[src/tmc_defs.svh]
// constants for the trace main control register and its two ends
// Notes on behaviour
// bit 30 machine-tag trace, zero if unsupported
// bit 29 return stack, zero if unsupported
// software never sets bits 29 and 8
// bit 28 timestamping, zero if unsupported
// bits 27:25 select traced processor, reset zero
// select changed only under program and low-power
// select never above configured maximum
// bit 24 restricts instrumentation to privileged mode
// bit 24 zero without instrumentation resources
// bits 15:14 give context tag size
// only selected tag bytes are output
// bit 12 cycle-exact tracing, zero if unsupported
// software sets program bit around programming
// reset leaves program bit set
// halt request held until acknowledge seen
// pending halt request dropped by program bit
// bit 8 direct-branch reporting, zero if unsupported
// stall bit zero keeps nearly-full low
// stall bit one flags nearly-full buffer
// stall bit zero without nearly-full logic
// stall enable sits at bit 7
// low-power bit 0 blocks other writes, resets one; code still takes select field writes
// reserved bits read zero, ignore writes
// halt-request control sits at bit 9
`ifndef TMC_DEFS_SVH
`define TMC_DEFS_SVH
`define TMC_BIT_VMT 30
`define TMC_BIT_RSTK 29
`define TMC_BIT_TS 28
`define TMC_SEL_HI 27
`define TMC_SEL_LO 25
`define TMC_BIT_PRIV 24
`define TMC_CTX_HI 15
`define TMC_CTX_LO 14
`define TMC_BIT_CYC 12
`define TMC_BIT_PROG 10
`define TMC_BIT_HALT 9
`define TMC_BIT_DBR 8
`define TMC_BIT_STALL 7
`define TMC_BIT_LP 0
`define TMC_RESET_VAL 32'h0000_0401
`define TMC_LP_MASK 32'h0e00_0001
`define TMC_CTX_NONE 2'h0
`define TMC_CTX_ONE 2'h1
`define TMC_CTX_TWO 2'h2
`define TMC_CTX_MASK1 32'h0000_00ff
`define TMC_CTX_MASK2 32'h0000_ffff
`define TMC_CTX_MASK4 32'hffff_ffff
`endif

[src/tmc_pkg.sv]
// types shared by the trace main control ends
package tmc_pkg;
    typedef logic [31:0] tmc_word_t;
    typedef logic [2:0] tmc_sel_t;
    typedef enum logic [1:0] {TMC_IDLE, TMC_WRITE, TMC_READ} tmc_op_e;
endpackage

[src/tmc_link_if.sv]
// link between the trace control device end and the core/software end
`timescale 1ns/100ps
`default_nettype none
interface tmc_link_if;
    import tmc_pkg::*;
    logic wr_en;
    logic rd_en;
    tmc_word_t wr_data;
    tmc_word_t rd_data;
    logic trigger;
    logic buffer_almost_full;
    logic halt_request_out;
    logic halt_acknowledge_in;
    logic buffer_nearly_full;
    logic privileged;
    logic instr_access_ok;
    modport device (
        input wr_en, rd_en, wr_data, trigger, buffer_almost_full, halt_acknowledge_in,
        input privileged,
        output rd_data, halt_request_out, buffer_nearly_full, instr_access_ok
    );
    modport host (
        output wr_en, rd_en, wr_data, trigger, buffer_almost_full, halt_acknowledge_in,
        output privileged,
        input rd_data, halt_request_out, buffer_nearly_full, instr_access_ok
    );
endinterface
`default_nettype wire

[src/tmc_ctx_mask.sv]
// masks a context tag down to the selected number of bytes
`timescale 1ns/100ps
`include "tmc_defs.svh"
`default_nettype none
module tmc_ctx_mask
    import tmc_pkg::*;
(
    input wire logic [1:0] size,
    input wire tmc_word_t tag_in,
    output logic tag_valid,
    output tmc_word_t tag_out
);
    tmc_word_t mask;
    always_comb begin
        case (size)
            `TMC_CTX_NONE: mask = '0;
            `TMC_CTX_ONE: mask = `TMC_CTX_MASK1;
            `TMC_CTX_TWO: mask = `TMC_CTX_MASK2;
            default: mask = `TMC_CTX_MASK4;
        endcase
    end
    assign tag_valid = (size != `TMC_CTX_NONE);
    assign tag_out = tag_in & mask;
endmodule // tmc_ctx_mask
`default_nettype wire

[src/tmc_device.sv]
// device end: main control register, halt request and stall output
`timescale 1ns/100ps
`include "tmc_defs.svh"
`default_nettype none
module tmc_device
    import tmc_pkg::*;
#(
    parameter logic HAS_VMT = 1'b1,
    parameter logic HAS_RSTK = 1'b1,
    parameter logic HAS_TS = 1'b1,
    parameter logic [2:0] INSTR_COUNT = 3'h1,
    parameter logic HAS_CTX = 1'b1,
    parameter logic HAS_CYC = 1'b1,
    parameter logic HAS_DBR = 1'b1,
    parameter logic HAS_STALL = 1'b1
) (
    input wire logic CORE_CLK,
    input wire logic RST_B,
    input wire logic CLK_EN,
    tmc_link_if.device LINK,
    input wire tmc_word_t CONTEXT_TAG,
    output logic CONTEXT_TAG_VALID,
    output tmc_word_t CONTEXT_TAG_OUT,
    output tmc_sel_t PROC_SELECT,
    output logic LOW_POWER_HOLD,
    output logic CONFIG_PROGRAM_BIT,
    output logic VMT_ENABLE,
    output logic RSTK_ENABLE,
    output logic TS_ENABLE,
    output logic CYCLE_EXACT_ENABLE,
    output logic DIRECT_BRANCH_REPORT
);
    tmc_word_t main_control_reg;
    tmc_word_t main_control_next;
    tmc_word_t wr_mask;
    logic halt_req_reg;
    logic nf_reg;

    // implemented writable bits; absent features stay zero on read and write
    function automatic tmc_word_t impl_mask();
        tmc_word_t m;
        m = '0;
        m[`TMC_BIT_VMT] = HAS_VMT;
        m[`TMC_BIT_RSTK] = HAS_RSTK;
        m[`TMC_BIT_TS] = HAS_TS;
        m[`TMC_SEL_HI:`TMC_SEL_LO] = 3'h7;
        m[`TMC_BIT_PRIV] = (INSTR_COUNT != 3'h0);
        m[`TMC_CTX_HI:`TMC_CTX_LO] = {2{HAS_CTX}};
        m[`TMC_BIT_CYC] = HAS_CYC;
        m[`TMC_BIT_PROG] = 1'b1;
        m[`TMC_BIT_HALT] = 1'b1;
        m[`TMC_BIT_DBR] = HAS_DBR;
        m[`TMC_BIT_STALL] = HAS_STALL;
        m[`TMC_BIT_LP] = 1'b1;
        return m;
    endfunction

    always_comb begin
        // while low power is set only bit 0 and the select field take writes
        if (main_control_reg[`TMC_BIT_LP]) begin
            wr_mask = impl_mask() & `TMC_LP_MASK;
        end else begin
            wr_mask = impl_mask();
        end
        main_control_next = (main_control_reg & ~wr_mask) | (LINK.wr_data & wr_mask);
    end

    always_ff @(posedge CORE_CLK or negedge RST_B) begin
        if (!RST_B) begin
            main_control_reg <= `TMC_RESET_VAL;
        end else if (CLK_EN && LINK.wr_en) begin
            main_control_reg <= main_control_next;
        end
    end

    // pending request is dropped when the program bit is set: a reprogrammed
    // unit should not halt the core on a stale trigger
    always_ff @(posedge CORE_CLK or negedge RST_B) begin
        if (!RST_B) begin
            halt_req_reg <= 1'b0;
        end else if (CLK_EN) begin
            if (LINK.halt_acknowledge_in || main_control_reg[`TMC_BIT_PROG]) begin
                halt_req_reg <= 1'b0;
            end else if (LINK.trigger && main_control_reg[`TMC_BIT_HALT]) begin
                halt_req_reg <= 1'b1;
            end
        end
    end

    always_ff @(posedge CORE_CLK or negedge RST_B) begin
        if (!RST_B) begin
            nf_reg <= 1'b0;
        end else if (CLK_EN) begin
            nf_reg <= main_control_reg[`TMC_BIT_STALL] && LINK.buffer_almost_full;
        end
    end

    tmc_ctx_mask u_ctx (
        .size(main_control_reg[`TMC_CTX_HI:`TMC_CTX_LO]),
        .tag_in(CONTEXT_TAG),
        .tag_valid(CONTEXT_TAG_VALID),
        .tag_out(CONTEXT_TAG_OUT)
    );

    assign LINK.rd_data = main_control_reg;
    assign LINK.halt_request_out = halt_req_reg;
    assign LINK.buffer_nearly_full = nf_reg;
    assign LINK.instr_access_ok = !main_control_reg[`TMC_BIT_PRIV] || LINK.privileged;
    assign PROC_SELECT = main_control_reg[`TMC_SEL_HI:`TMC_SEL_LO];
    assign LOW_POWER_HOLD = main_control_reg[`TMC_BIT_LP];
    assign CONFIG_PROGRAM_BIT = main_control_reg[`TMC_BIT_PROG];
    assign VMT_ENABLE = main_control_reg[`TMC_BIT_VMT];
    assign RSTK_ENABLE = main_control_reg[`TMC_BIT_RSTK];
    assign TS_ENABLE = main_control_reg[`TMC_BIT_TS];
    assign CYCLE_EXACT_ENABLE = main_control_reg[`TMC_BIT_CYC];
    assign DIRECT_BRANCH_REPORT = main_control_reg[`TMC_BIT_DBR];
endmodule // tmc_device
`default_nettype wire

[src/flat_wrapper.sv]
// flat-port wrapper written by rule: the top's interface ports become plain ports
module tmc_device_flat import tmc_pkg::*;
#(
    parameter logic HAS_VMT = 1'b1,
    parameter logic HAS_RSTK = 1'b1,
    parameter logic HAS_TS = 1'b1,
    parameter logic [2:0] INSTR_COUNT = 3'h1,
    parameter logic HAS_CTX = 1'b1,
    parameter logic HAS_CYC = 1'b1,
    parameter logic HAS_DBR = 1'b1,
    parameter logic HAS_STALL = 1'b1
)
  (CORE_CLK, RST_B, CLK_EN, CONTEXT_TAG, CONTEXT_TAG_VALID, CONTEXT_TAG_OUT, PROC_SELECT, LOW_POWER_HOLD, CONFIG_PROGRAM_BIT, VMT_ENABLE, RSTK_ENABLE, TS_ENABLE, CYCLE_EXACT_ENABLE, DIRECT_BRANCH_REPORT, LINK_wr_en, LINK_rd_en, LINK_wr_data, LINK_trigger, LINK_buffer_almost_full, LINK_halt_acknowledge_in, LINK_privileged, LINK_rd_data, LINK_halt_request_out, LINK_buffer_nearly_full, LINK_instr_access_ok);
  tmc_link_if LINK_i ();
  input wire logic CORE_CLK;
  input wire logic RST_B;
  input wire logic CLK_EN;
  input wire tmc_word_t CONTEXT_TAG;
  output logic CONTEXT_TAG_VALID;
  output tmc_word_t CONTEXT_TAG_OUT;
  output tmc_sel_t PROC_SELECT;
  output logic LOW_POWER_HOLD;
  output logic CONFIG_PROGRAM_BIT;
  output logic VMT_ENABLE;
  output logic RSTK_ENABLE;
  output logic TS_ENABLE;
  output logic CYCLE_EXACT_ENABLE;
  output logic DIRECT_BRANCH_REPORT;
  input wire logic [$bits(LINK_i.wr_en)-1:0] LINK_wr_en;
  input wire logic [$bits(LINK_i.rd_en)-1:0] LINK_rd_en;
  input wire logic [$bits(LINK_i.wr_data)-1:0] LINK_wr_data;
  input wire logic [$bits(LINK_i.trigger)-1:0] LINK_trigger;
  input wire logic [$bits(LINK_i.buffer_almost_full)-1:0] LINK_buffer_almost_full;
  input wire logic [$bits(LINK_i.halt_acknowledge_in)-1:0] LINK_halt_acknowledge_in;
  input wire logic [$bits(LINK_i.privileged)-1:0] LINK_privileged;
  output wire logic [$bits(LINK_i.rd_data)-1:0] LINK_rd_data;
  output wire logic [$bits(LINK_i.halt_request_out)-1:0] LINK_halt_request_out;
  output wire logic [$bits(LINK_i.buffer_nearly_full)-1:0] LINK_buffer_nearly_full;
  output wire logic [$bits(LINK_i.instr_access_ok)-1:0] LINK_instr_access_ok;
  assign LINK_i.wr_en = LINK_wr_en;
  assign LINK_i.rd_en = LINK_rd_en;
  assign LINK_i.wr_data = LINK_wr_data;
  assign LINK_i.trigger = LINK_trigger;
  assign LINK_i.buffer_almost_full = LINK_buffer_almost_full;
  assign LINK_i.halt_acknowledge_in = LINK_halt_acknowledge_in;
  assign LINK_i.privileged = LINK_privileged;
  assign LINK_rd_data = LINK_i.rd_data;
  assign LINK_halt_request_out = LINK_i.halt_request_out;
  assign LINK_buffer_nearly_full = LINK_i.buffer_nearly_full;
  assign LINK_instr_access_ok = LINK_i.instr_access_ok;
  tmc_device #(.HAS_VMT(HAS_VMT), .HAS_RSTK(HAS_RSTK), .HAS_TS(HAS_TS), .INSTR_COUNT(INSTR_COUNT), .HAS_CTX(HAS_CTX), .HAS_CYC(HAS_CYC), .HAS_DBR(HAS_DBR), .HAS_STALL(HAS_STALL)) u_core (.CORE_CLK(CORE_CLK), .RST_B(RST_B), .CLK_EN(CLK_EN), .LINK(LINK_i), .CONTEXT_TAG(CONTEXT_TAG), .CONTEXT_TAG_VALID(CONTEXT_TAG_VALID), .CONTEXT_TAG_OUT(CONTEXT_TAG_OUT), .PROC_SELECT(PROC_SELECT), .LOW_POWER_HOLD(LOW_POWER_HOLD), .CONFIG_PROGRAM_BIT(CONFIG_PROGRAM_BIT), .VMT_ENABLE(VMT_ENABLE), .RSTK_ENABLE(RSTK_ENABLE), .TS_ENABLE(TS_ENABLE), .CYCLE_EXACT_ENABLE(CYCLE_EXACT_ENABLE), .DIRECT_BRANCH_REPORT(DIRECT_BRANCH_REPORT));
endmodule
[config.mk]
export PLATFORM = sky130hd
export DESIGN_NAME = tmc_device_flat
export DESIGN_NICKNAME = d
export VERILOG_FILES = /design/src/tmc_pkg.sv /design/src/tmc_link_if.sv /design/src/tmc_ctx_mask.sv /design/src/tmc_device.sv /design/src/flat_wrapper.sv
export VERILOG_INCLUDE_DIRS = /design/src
export SDC_FILE = /design/constraint.sdc
export NUM_CORES = 1
export LEC_CHECK = 0
export BUFFER_PORTS_ARGS = -buffer_cell sky130_fd_sc_hd__buf_4
export CORE_AREA = 2 2 67 69
export CTS_CLUSTER_SIZE = 24
export DETAILED_ROUTE_END_ITERATION = 12
export DIE_AREA = 0 0 69 71
export HOLD_SLACK_MARGIN = 0.06
export PLACE_DENSITY_LB_ADDON = 0.25
export RECOVER_POWER = 100
export SLEW_MARGIN = 20
export SYNTH_ARGS = -nofsm -noshare
export SYNTH_HDL_FRONTEND = slang
export SYNTH_SLANG_ARGS = --single-unit
[constraint.sdc]
create_clock -name CORE_CLK -period 1.32 [get_ports CORE_CLK]
set_clock_uncertainty 0.2 [all_clocks]
set_input_delay 0.132 -clock CORE_CLK [delete_from_list [all_inputs] [get_ports CORE_CLK]]
set_output_delay 0.132 -clock CORE_CLK [all_outputs]
set_load 0.05 [all_outputs]
==> flow_metrics.env, run 1 <==
export IMPL_vias_per_cell=4.13
export IMPL_yosysWarnings=0
export IMPL_max_stage_delay_ns=0.51
export IMPL_coreArea_sq_um=4200
export IMPL_max_cap_violations=0
export IMPL_clkTransAtPathRegs_ns=0.07
export IMPL_syn_cell_area_sq_um=1120
export IMPL_drt_drc_violations_left=0
export IMPL_die_w_microns=69
export IMPL_numPortBuffers=115
export IMPL_vias=1215
export IMPL_grt_pass1_vias=1254
export IMPL_htree_levels=1
export IMPL_nets=316
export IMPL_start_util=0.267
export IMPL_rows=24
export IMPL_die_area_sq_um=4900
export IMPL_setup_violations=50
export IMPL_ys_types=20
export IMPL_path_buf_inv=2
export IMPL_cts_root_buf="clkbuf_8"
export IMPL_hp_class="in2async"
export IMPL_drt_iter0_markers=6
export IMPL_crit_type="reg2out"
export IMPL_antenna_left=0
export IMPL_critPathTopFamily="flip-flops"
export IMPL_crit_required_ns=0.99
export IMPL_dp_cells=265
export IMPL_violations="setup timing"
export IMPL_grt_pass1_wl_mm=6.37
export IMPL_fmax_mhz=630
export IMPL_status="complete, but fails checks"
export IMPL_hold_slack_ns=0.153
export IMPL_dp_hpwl_mm=2.74
export IMPL_clock_path_buffers=2
export IMPL_regToRegStartpoint="u_core.LINK.rd_data[0]$_DFFE_PN1P_"
export IMPL_drt_wl_total_mm=3.92
export IMPL_period_share=1.20
export IMPL_cp_arrival_ns=1.25
export IMPL_final_util=0.618
export IMPL_clkLatencyLatePin_ns=0.25
export IMPL_cp_cell_sequence="buf_4 -> and3_2 -> buf_6"
export IMPL_overflow=0
export IMPL_crit_path_max_fanout=4
export IMPL_rr_worst_depth=3
export IMPL_drive_above_1_share=0.756
export IMPL_grt_setup_unrepaired="true"
export IMPL_multiInputGateArea_sq_um=686
export IMPL_first_pass_iters=2
export IMPL_regToRegSetupSlack_ns=-0.14
export IMPL_yosysSeqAreaShare=0.381
export IMPL_peakVddDrop_uv=663
export IMPL_diodes=0
export IMPL_tritoncts="done"
export IMPL_routabilityCongestion=0.742
export IMPL_startpoint_type="flop"
export IMPL_grt_usage=0.158
export IMPL_die_y_microns=71
export IMPL_setup_tns_ns=-9.30
export IMPL_synth_area_per_cell_sq_um=10.5
export IMPL_io_pins=151
export IMPL_clkSinkCount=17
export IMPL_wl_per_cell_microns=13.3
export IMPL_syn_to_final_growth_pct=131
export IMPL_fillerInstances=364
export IMPL_p_per_area_nw_per_um2=1540
export IMPL_ys_seq_elements=17
export IMPL_grt_max_degree=23
export IMPL_seqCellArea_sq_um=435
export IMPL_power_uw=4000
export IMPL_power_leakage_uw=0.00136
export IMPL_finalHoldViolCount=0
export IMPL_report_final_slew_viol_count=0
export IMPL_antenna_found_initial=0
export IMPL_critPathCaptureType="output pin"
export IMPL_layout_min_cycle_time_ns=1.59
export IMPL_setup_ws_ns=-0.267
export IMPL_cp_slowest_cell="dfrtp_4"
export IMPL_cts_made_buffers=3
export IMPL_synthCells=107
export IMPL_stdcell_count=294
## synthesized netlist by cell type
| cell type | number | area [sq um] |
|---|---|---|
| buf_4 | 27 | 203 |
| and3_1 | 16 | 100 |
| dfrtp_1 | 15 | 375 |
| mux2_4 | 10 | 150 |
| and2_1 | 8 | 50.1 |
| nor2b_1 | 8 | 50.1 |
| mux2_2 | 5 | 56.3 |
| clkbuf_1 | 3 | 11.3 |
| dfstp_2 | 2 | 52.6 |
| inv_1 | 2 | 7.51 |
| nor2_1 | 2 | 7.51 |
| a31oi_1 | 1 | 6.26 |
| buf_6 | 1 | 11.3 |
| conb_1 | 1 | 3.75 |
| nand2_1 | 1 | 3.75 |
| nand2b_1 | 1 | 6.26 |
| nand3_1 | 1 | 5.00 |
| nand3b_2 | 1 | 11.3 |
| o21a_1 | 1 | 7.51 |
| o21ai_0 | 1 | 5.00 |
## logic make-up after synthesis
group           synth area share
compound gates            0.0167
mux                        0.184
flops                      0.381
simple gates               0.208
buf+inv                    0.207
other cells              0.00334
## layout make-up
type                            count  share of cell area
Timing Repair Buffer              146               0.523
Tap cell                           52              0.0250
Sequential cell                    17               0.168
Inverter                            2             0.00289
Multi-Input combinational cell     73               0.264
Clock buffer                        4              0.0173
## what timing repair did
item | CTS | global route
cloned | 1 | 0
hold buffers | 20 | 0
setup endpoints to repair | 50 | 50
pin swaps | 1 | 1
buffers inserted | 6 | 1
hold endpoints to repair | 34 | 0
gates resized for setup | 48 | 14
## worst max-delay path by stage
stage,from,end,slack [ns],depth (start not counted)
5_1_grt,flop,CONTEXT_TAG_OUT[6],-0.31,4
6_report,flop,CONTEXT_TAG_OUT[18],-0.27,3
2_1_floorplan,u_core.LINK.rd_data[0]$_DFFE_PN1P_,flop,-0.33,3
3_5_place_dp,u_core.LINK.rd_data[0]$_DFFE_PN1P_,flop,-0.11,3
4_1_cts,flop,CONTEXT_TAG_OUT[1],-0.31,5
3_3_place_gp,u_core.LINK.rd_data[0]$_DFFE_PN1P_,flop,-0.09,3
## metal layers
layer,global-route usage,vias to the layer above,wire (microns)
met2,0.307,76,2160
met5,0,-,0
met3,0.0328,0,321
li1,-,579,-
met4,0.0261,0,0
met1,0.179,560,1440
## worst reg2reg max path, stage by stage (launching register included)
cell	delay [ns]
dfstp_2	0.54
nand3b_4	0.17
buf_12	0.14
mux2_4	0.30
## cells in the final DEF, fill, tap and decap left out, types with 2 or more instances in the layout
cell	instances
dlygate4sd3_1	20
clkbuf_8	3
buf_8	14
and2_4	8
clkbuf_1	2
buf_4	51
clkbuf_2	7
and3_4	12
dfrtp_1	13
nor2b_4	7
dfstp_2	2
buf_6	31
clkbuf_4	9
and3_2	4
dfrtp_4	2
conb_1	17
mux2_4	11
mux2_2	4
buf_12	3
buf_2	10
## report_power, final
group          total (uW)  internal, uW  switching [uW]
sequential            761           652             109
combinational        2850          1100            1750
clock                 382           214             169
## metrics by stage
| step | setup WS [ns] | cell area, sq um |
|---|---|---|
| 2_1_floorplan | -0.333 | 1380 |
| 3_3_place_gp | -0.0871 | 2160 |
| 3_5_place_dp | -0.107 | 2160 |
| 4_1_cts | -0.314 | 2640 |
| 5_1_grt | -0.312 | 2600 |
| 6_report | -0.267 | 2600 |
Power figures use the tool's default switching activity.
==> inputs of run 2 (changes only) <==
--- a/config.mk
+++ b/config.mk
@@ -14,3 +14,3 @@
 export HOLD_SLACK_MARGIN = 0.06
-export PLACE_DENSITY_LB_ADDON = 0.25
+export PLACE_DENSITY_LB_ADDON = 0.1
 export RECOVER_POWER = 100
==> constraint.sdc (replaced) <==
create_clock -name CORE_CLK -period 1.32 [get_ports CORE_CLK]
set_clock_uncertainty 0.2 [all_clocks]
set_input_delay 0.066 -clock CORE_CLK [delete_from_list [all_inputs] [get_ports CORE_CLK]]
set_output_delay 0.066 -clock CORE_CLK [all_outputs]
set_load 0.05 [all_outputs]
==> run 2 against run 1 <==
The run still ends with setup timing left. Combinational power down 6%. Die area did not move. Global-route usage shrank 1.1 points. Design area down 4.7%. Critical path depth unchanged. Critical path type unchanged. Routed wire length decreased by 1.5%. Sequential power hardly changed. Sequential cell count did not move. Highest routed layer is now met4.
==> flow_metrics.env, run 2 (synthesis results as in run 1) <==
export IMPL_status="complete, but fails checks"
export IMPL_violations="setup timing"
export IMPL_drt_wl_total_mm=3.86
export IMPL_cp_cell_sequence="buf_12 -> and3_4 -> buf_4"
export IMPL_power_uw=3820
export IMPL_met2_usage=0.301
export IMPL_coreArea_sq_um=4200
export IMPL_die_y_microns=71
export IMPL_cts_setup_buffers=0
export IMPL_use_met1=0.147
export IMPL_crit_type="reg2out"
export IMPL_clkLatencyLatePin_ns=0.24
export IMPL_antenna_found_initial=0
export IMPL_htree_levels=1
export IMPL_rows=24
export IMPL_sequentialPowerShare=0.198
export IMPL_tritoncts="done"
export IMPL_first_pass_iters=2
export IMPL_drive_above_1_share=0.741
export IMPL_clkSinkCount=17
export IMPL_place_area_sq_um=2110
export IMPL_overflow=0
export IMPL_die_area_sq_um=4900
export IMPL_wl_per_cell_microns=13.3
export IMPL_hp_class="in2reg"
export IMPL_crit_required_ns=1.05
export IMPL_power_share_combinational=0.703
export IMPL_grt_max_degree=18
export IMPL_peakVddDrop_uv=719
export IMPL_setup_tns_ns=-7.02
export IMPL_start_util=0.267
export IMPL_p_switching_uw=1990
export IMPL_final_util=0.589
export IMPL_drt_iter0_markers=11
export IMPL_startpoint_type="flop"
export IMPL_syn_to_final_growth_pct=120
export IMPL_cts_made_buffers=3
export IMPL_vias=1212
export IMPL_routabilityCongestion=0.817
export IMPL_vias_per_cell=4.16
export IMPL_cp_arrival_ns=1.26
export IMPL_p_clk_frac=0.098
export IMPL_nets=313
export IMPL_setup_violations=47
export IMPL_drt_drc_violations_left=0
export IMPL_die_w_microns=69
export IMPL_final_cell_mix="buf_4, dlygate4sd3_1, buf_6, clkbuf_2, conb_1"
export IMPL_switching_share=0.519
export IMPL_busiest_layer="met2"
export IMPL_antenna_left=0
export IMPL_crit_path_max_fanout=16
export IMPL_final_common_cell="buf_4"
export IMPL_max_stage_delay_ns=0.51
export IMPL_fillerInstances=372
export IMPL_cp_slowest_cell="dfrtp_4"
export IMPL_io_pins=151
export IMPL_finalHoldViolCount=0
export IMPL_clock_path_buffers=2
export IMPL_report_final_slew_viol_count=0
export IMPL_dp_hpwl_mm=2.92
export IMPL_setup_ws_ns=-0.209
export IMPL_design_area_sq_um=2470
export IMPL_numPortBuffers=115
export IMPL_clkTransAtPathRegs_ns=0.06
export IMPL_critPathCaptureType="output pin"
export IMPL_p_per_area_nw_per_um2=1540
export IMPL_p_int_uw=1840
export IMPL_max_cap_violations=0
export IMPL_grt_pass1_vias=1248
export IMPL_hold_slack_ns=0.0841
export IMPL_grt_pass1_wl_mm=5.95
export IMPL_diodes=0
export IMPL_layout_min_cycle_time_ns=1.53
export IMPL_fmax_mhz=654
export IMPL_power_leakage_uw=0.00131
export IMPL_use_met3=0.0399
export IMPL_period_share=1.16
export IMPL_grt_usage=0.147
export IMPL_multiInputGateArea_sq_um=703
export IMPL_cts_root_buf="clkbuf_8"
export IMPL_grt_setup_unrepaired="true"
export IMPL_seqCellArea_sq_um=435
[run 2: cell types whose count changed in the layout (fill, tap and decap cells not counted), moves of 8 or more]
cell,before,now
and2_2,0,8
and2_4,8,0
buf_2,10,0
buf_4,51,64
buf_6,31,21
clkbuf_2,7,21
[run 2: critical path: cells and delay by family (launching register included)]
| kind | cells | cell delay, ns |
|---|---|---|
| flops | 1 | 0.51 |
| simple gates | 1 | 0.16 |
| buf+inv | 2 | 0.34 |
[run 2: final cells by class]
type / instances / area share
Timing Repair Buffer: 142 / 0.492
Multi-Input combinational cell: 74 / 0.284
Sequential cell: 17 / 0.176
Tap cell: 52 / 0.0263
Clock buffer: 4 / 0.0182
Inverter: 2 / 0.00303
[run 2: power groups by stage]
stage	clock network, uW	registers [uW]	logic, uW
floorplan	0	1160	1530
finish	376	758	2690
detailed placement	0	770	2560
global placement	0	763	2550
CTS	394	765	2770
global route	419	784	2780
[run 2: what timing repair did]
item                                   CTS  global route
gates cloned                             1             0
hold buffers                            21             0
endpoints found under the hold margin   34             0
setup endpoints to repair               48            48
gates resized for setup                 35             6
[run 2: metal layers]
metal  routed length, microns  vias to the layer above  share of wire
met5                        0                        -              0
met4                       16                        0         0.0041
met3                      339                        2          0.088
met2                     2200                       75           0.57
met1                     1300                      557           0.34
li1                         -                      578              -
[run 2: stage by stage]
| stage | instances | setup WS, ns |
|---|---|---|
| detailed placement | 265 | -0.144 |
| CTS | 291 | -0.222 |
| global placement | 265 | -0.120 |
| global route | 291 | -0.252 |
| finish | 291 | -0.209 |
| floorplan | 123 | -0.333 |
[run 2: worst paths after layout]
kind,depth (start not counted),end,from,slack [ns]
worst max-delay path,3,CONTEXT_TAG_OUT[22],flop,-0.21
worst min-delay path,3,flop,LINK_wr_en,0.08
worst max register to register,2,flop,u_core.LINK.rd_data[0]$_DFFE_PN1P_,-0.08
worst min register to register,2,u_core.LINK.buffer_nearly_full$_DFFE_PN0P_,u_core.LINK.buffer_nearly_full$_DFFE_PN0P_,0.33
max in group asynchronous,3,asynchronous set/reset pin,RST_B,0.06
min in group asynchronous,3,asynchronous set/reset pin,RST_B,0.59
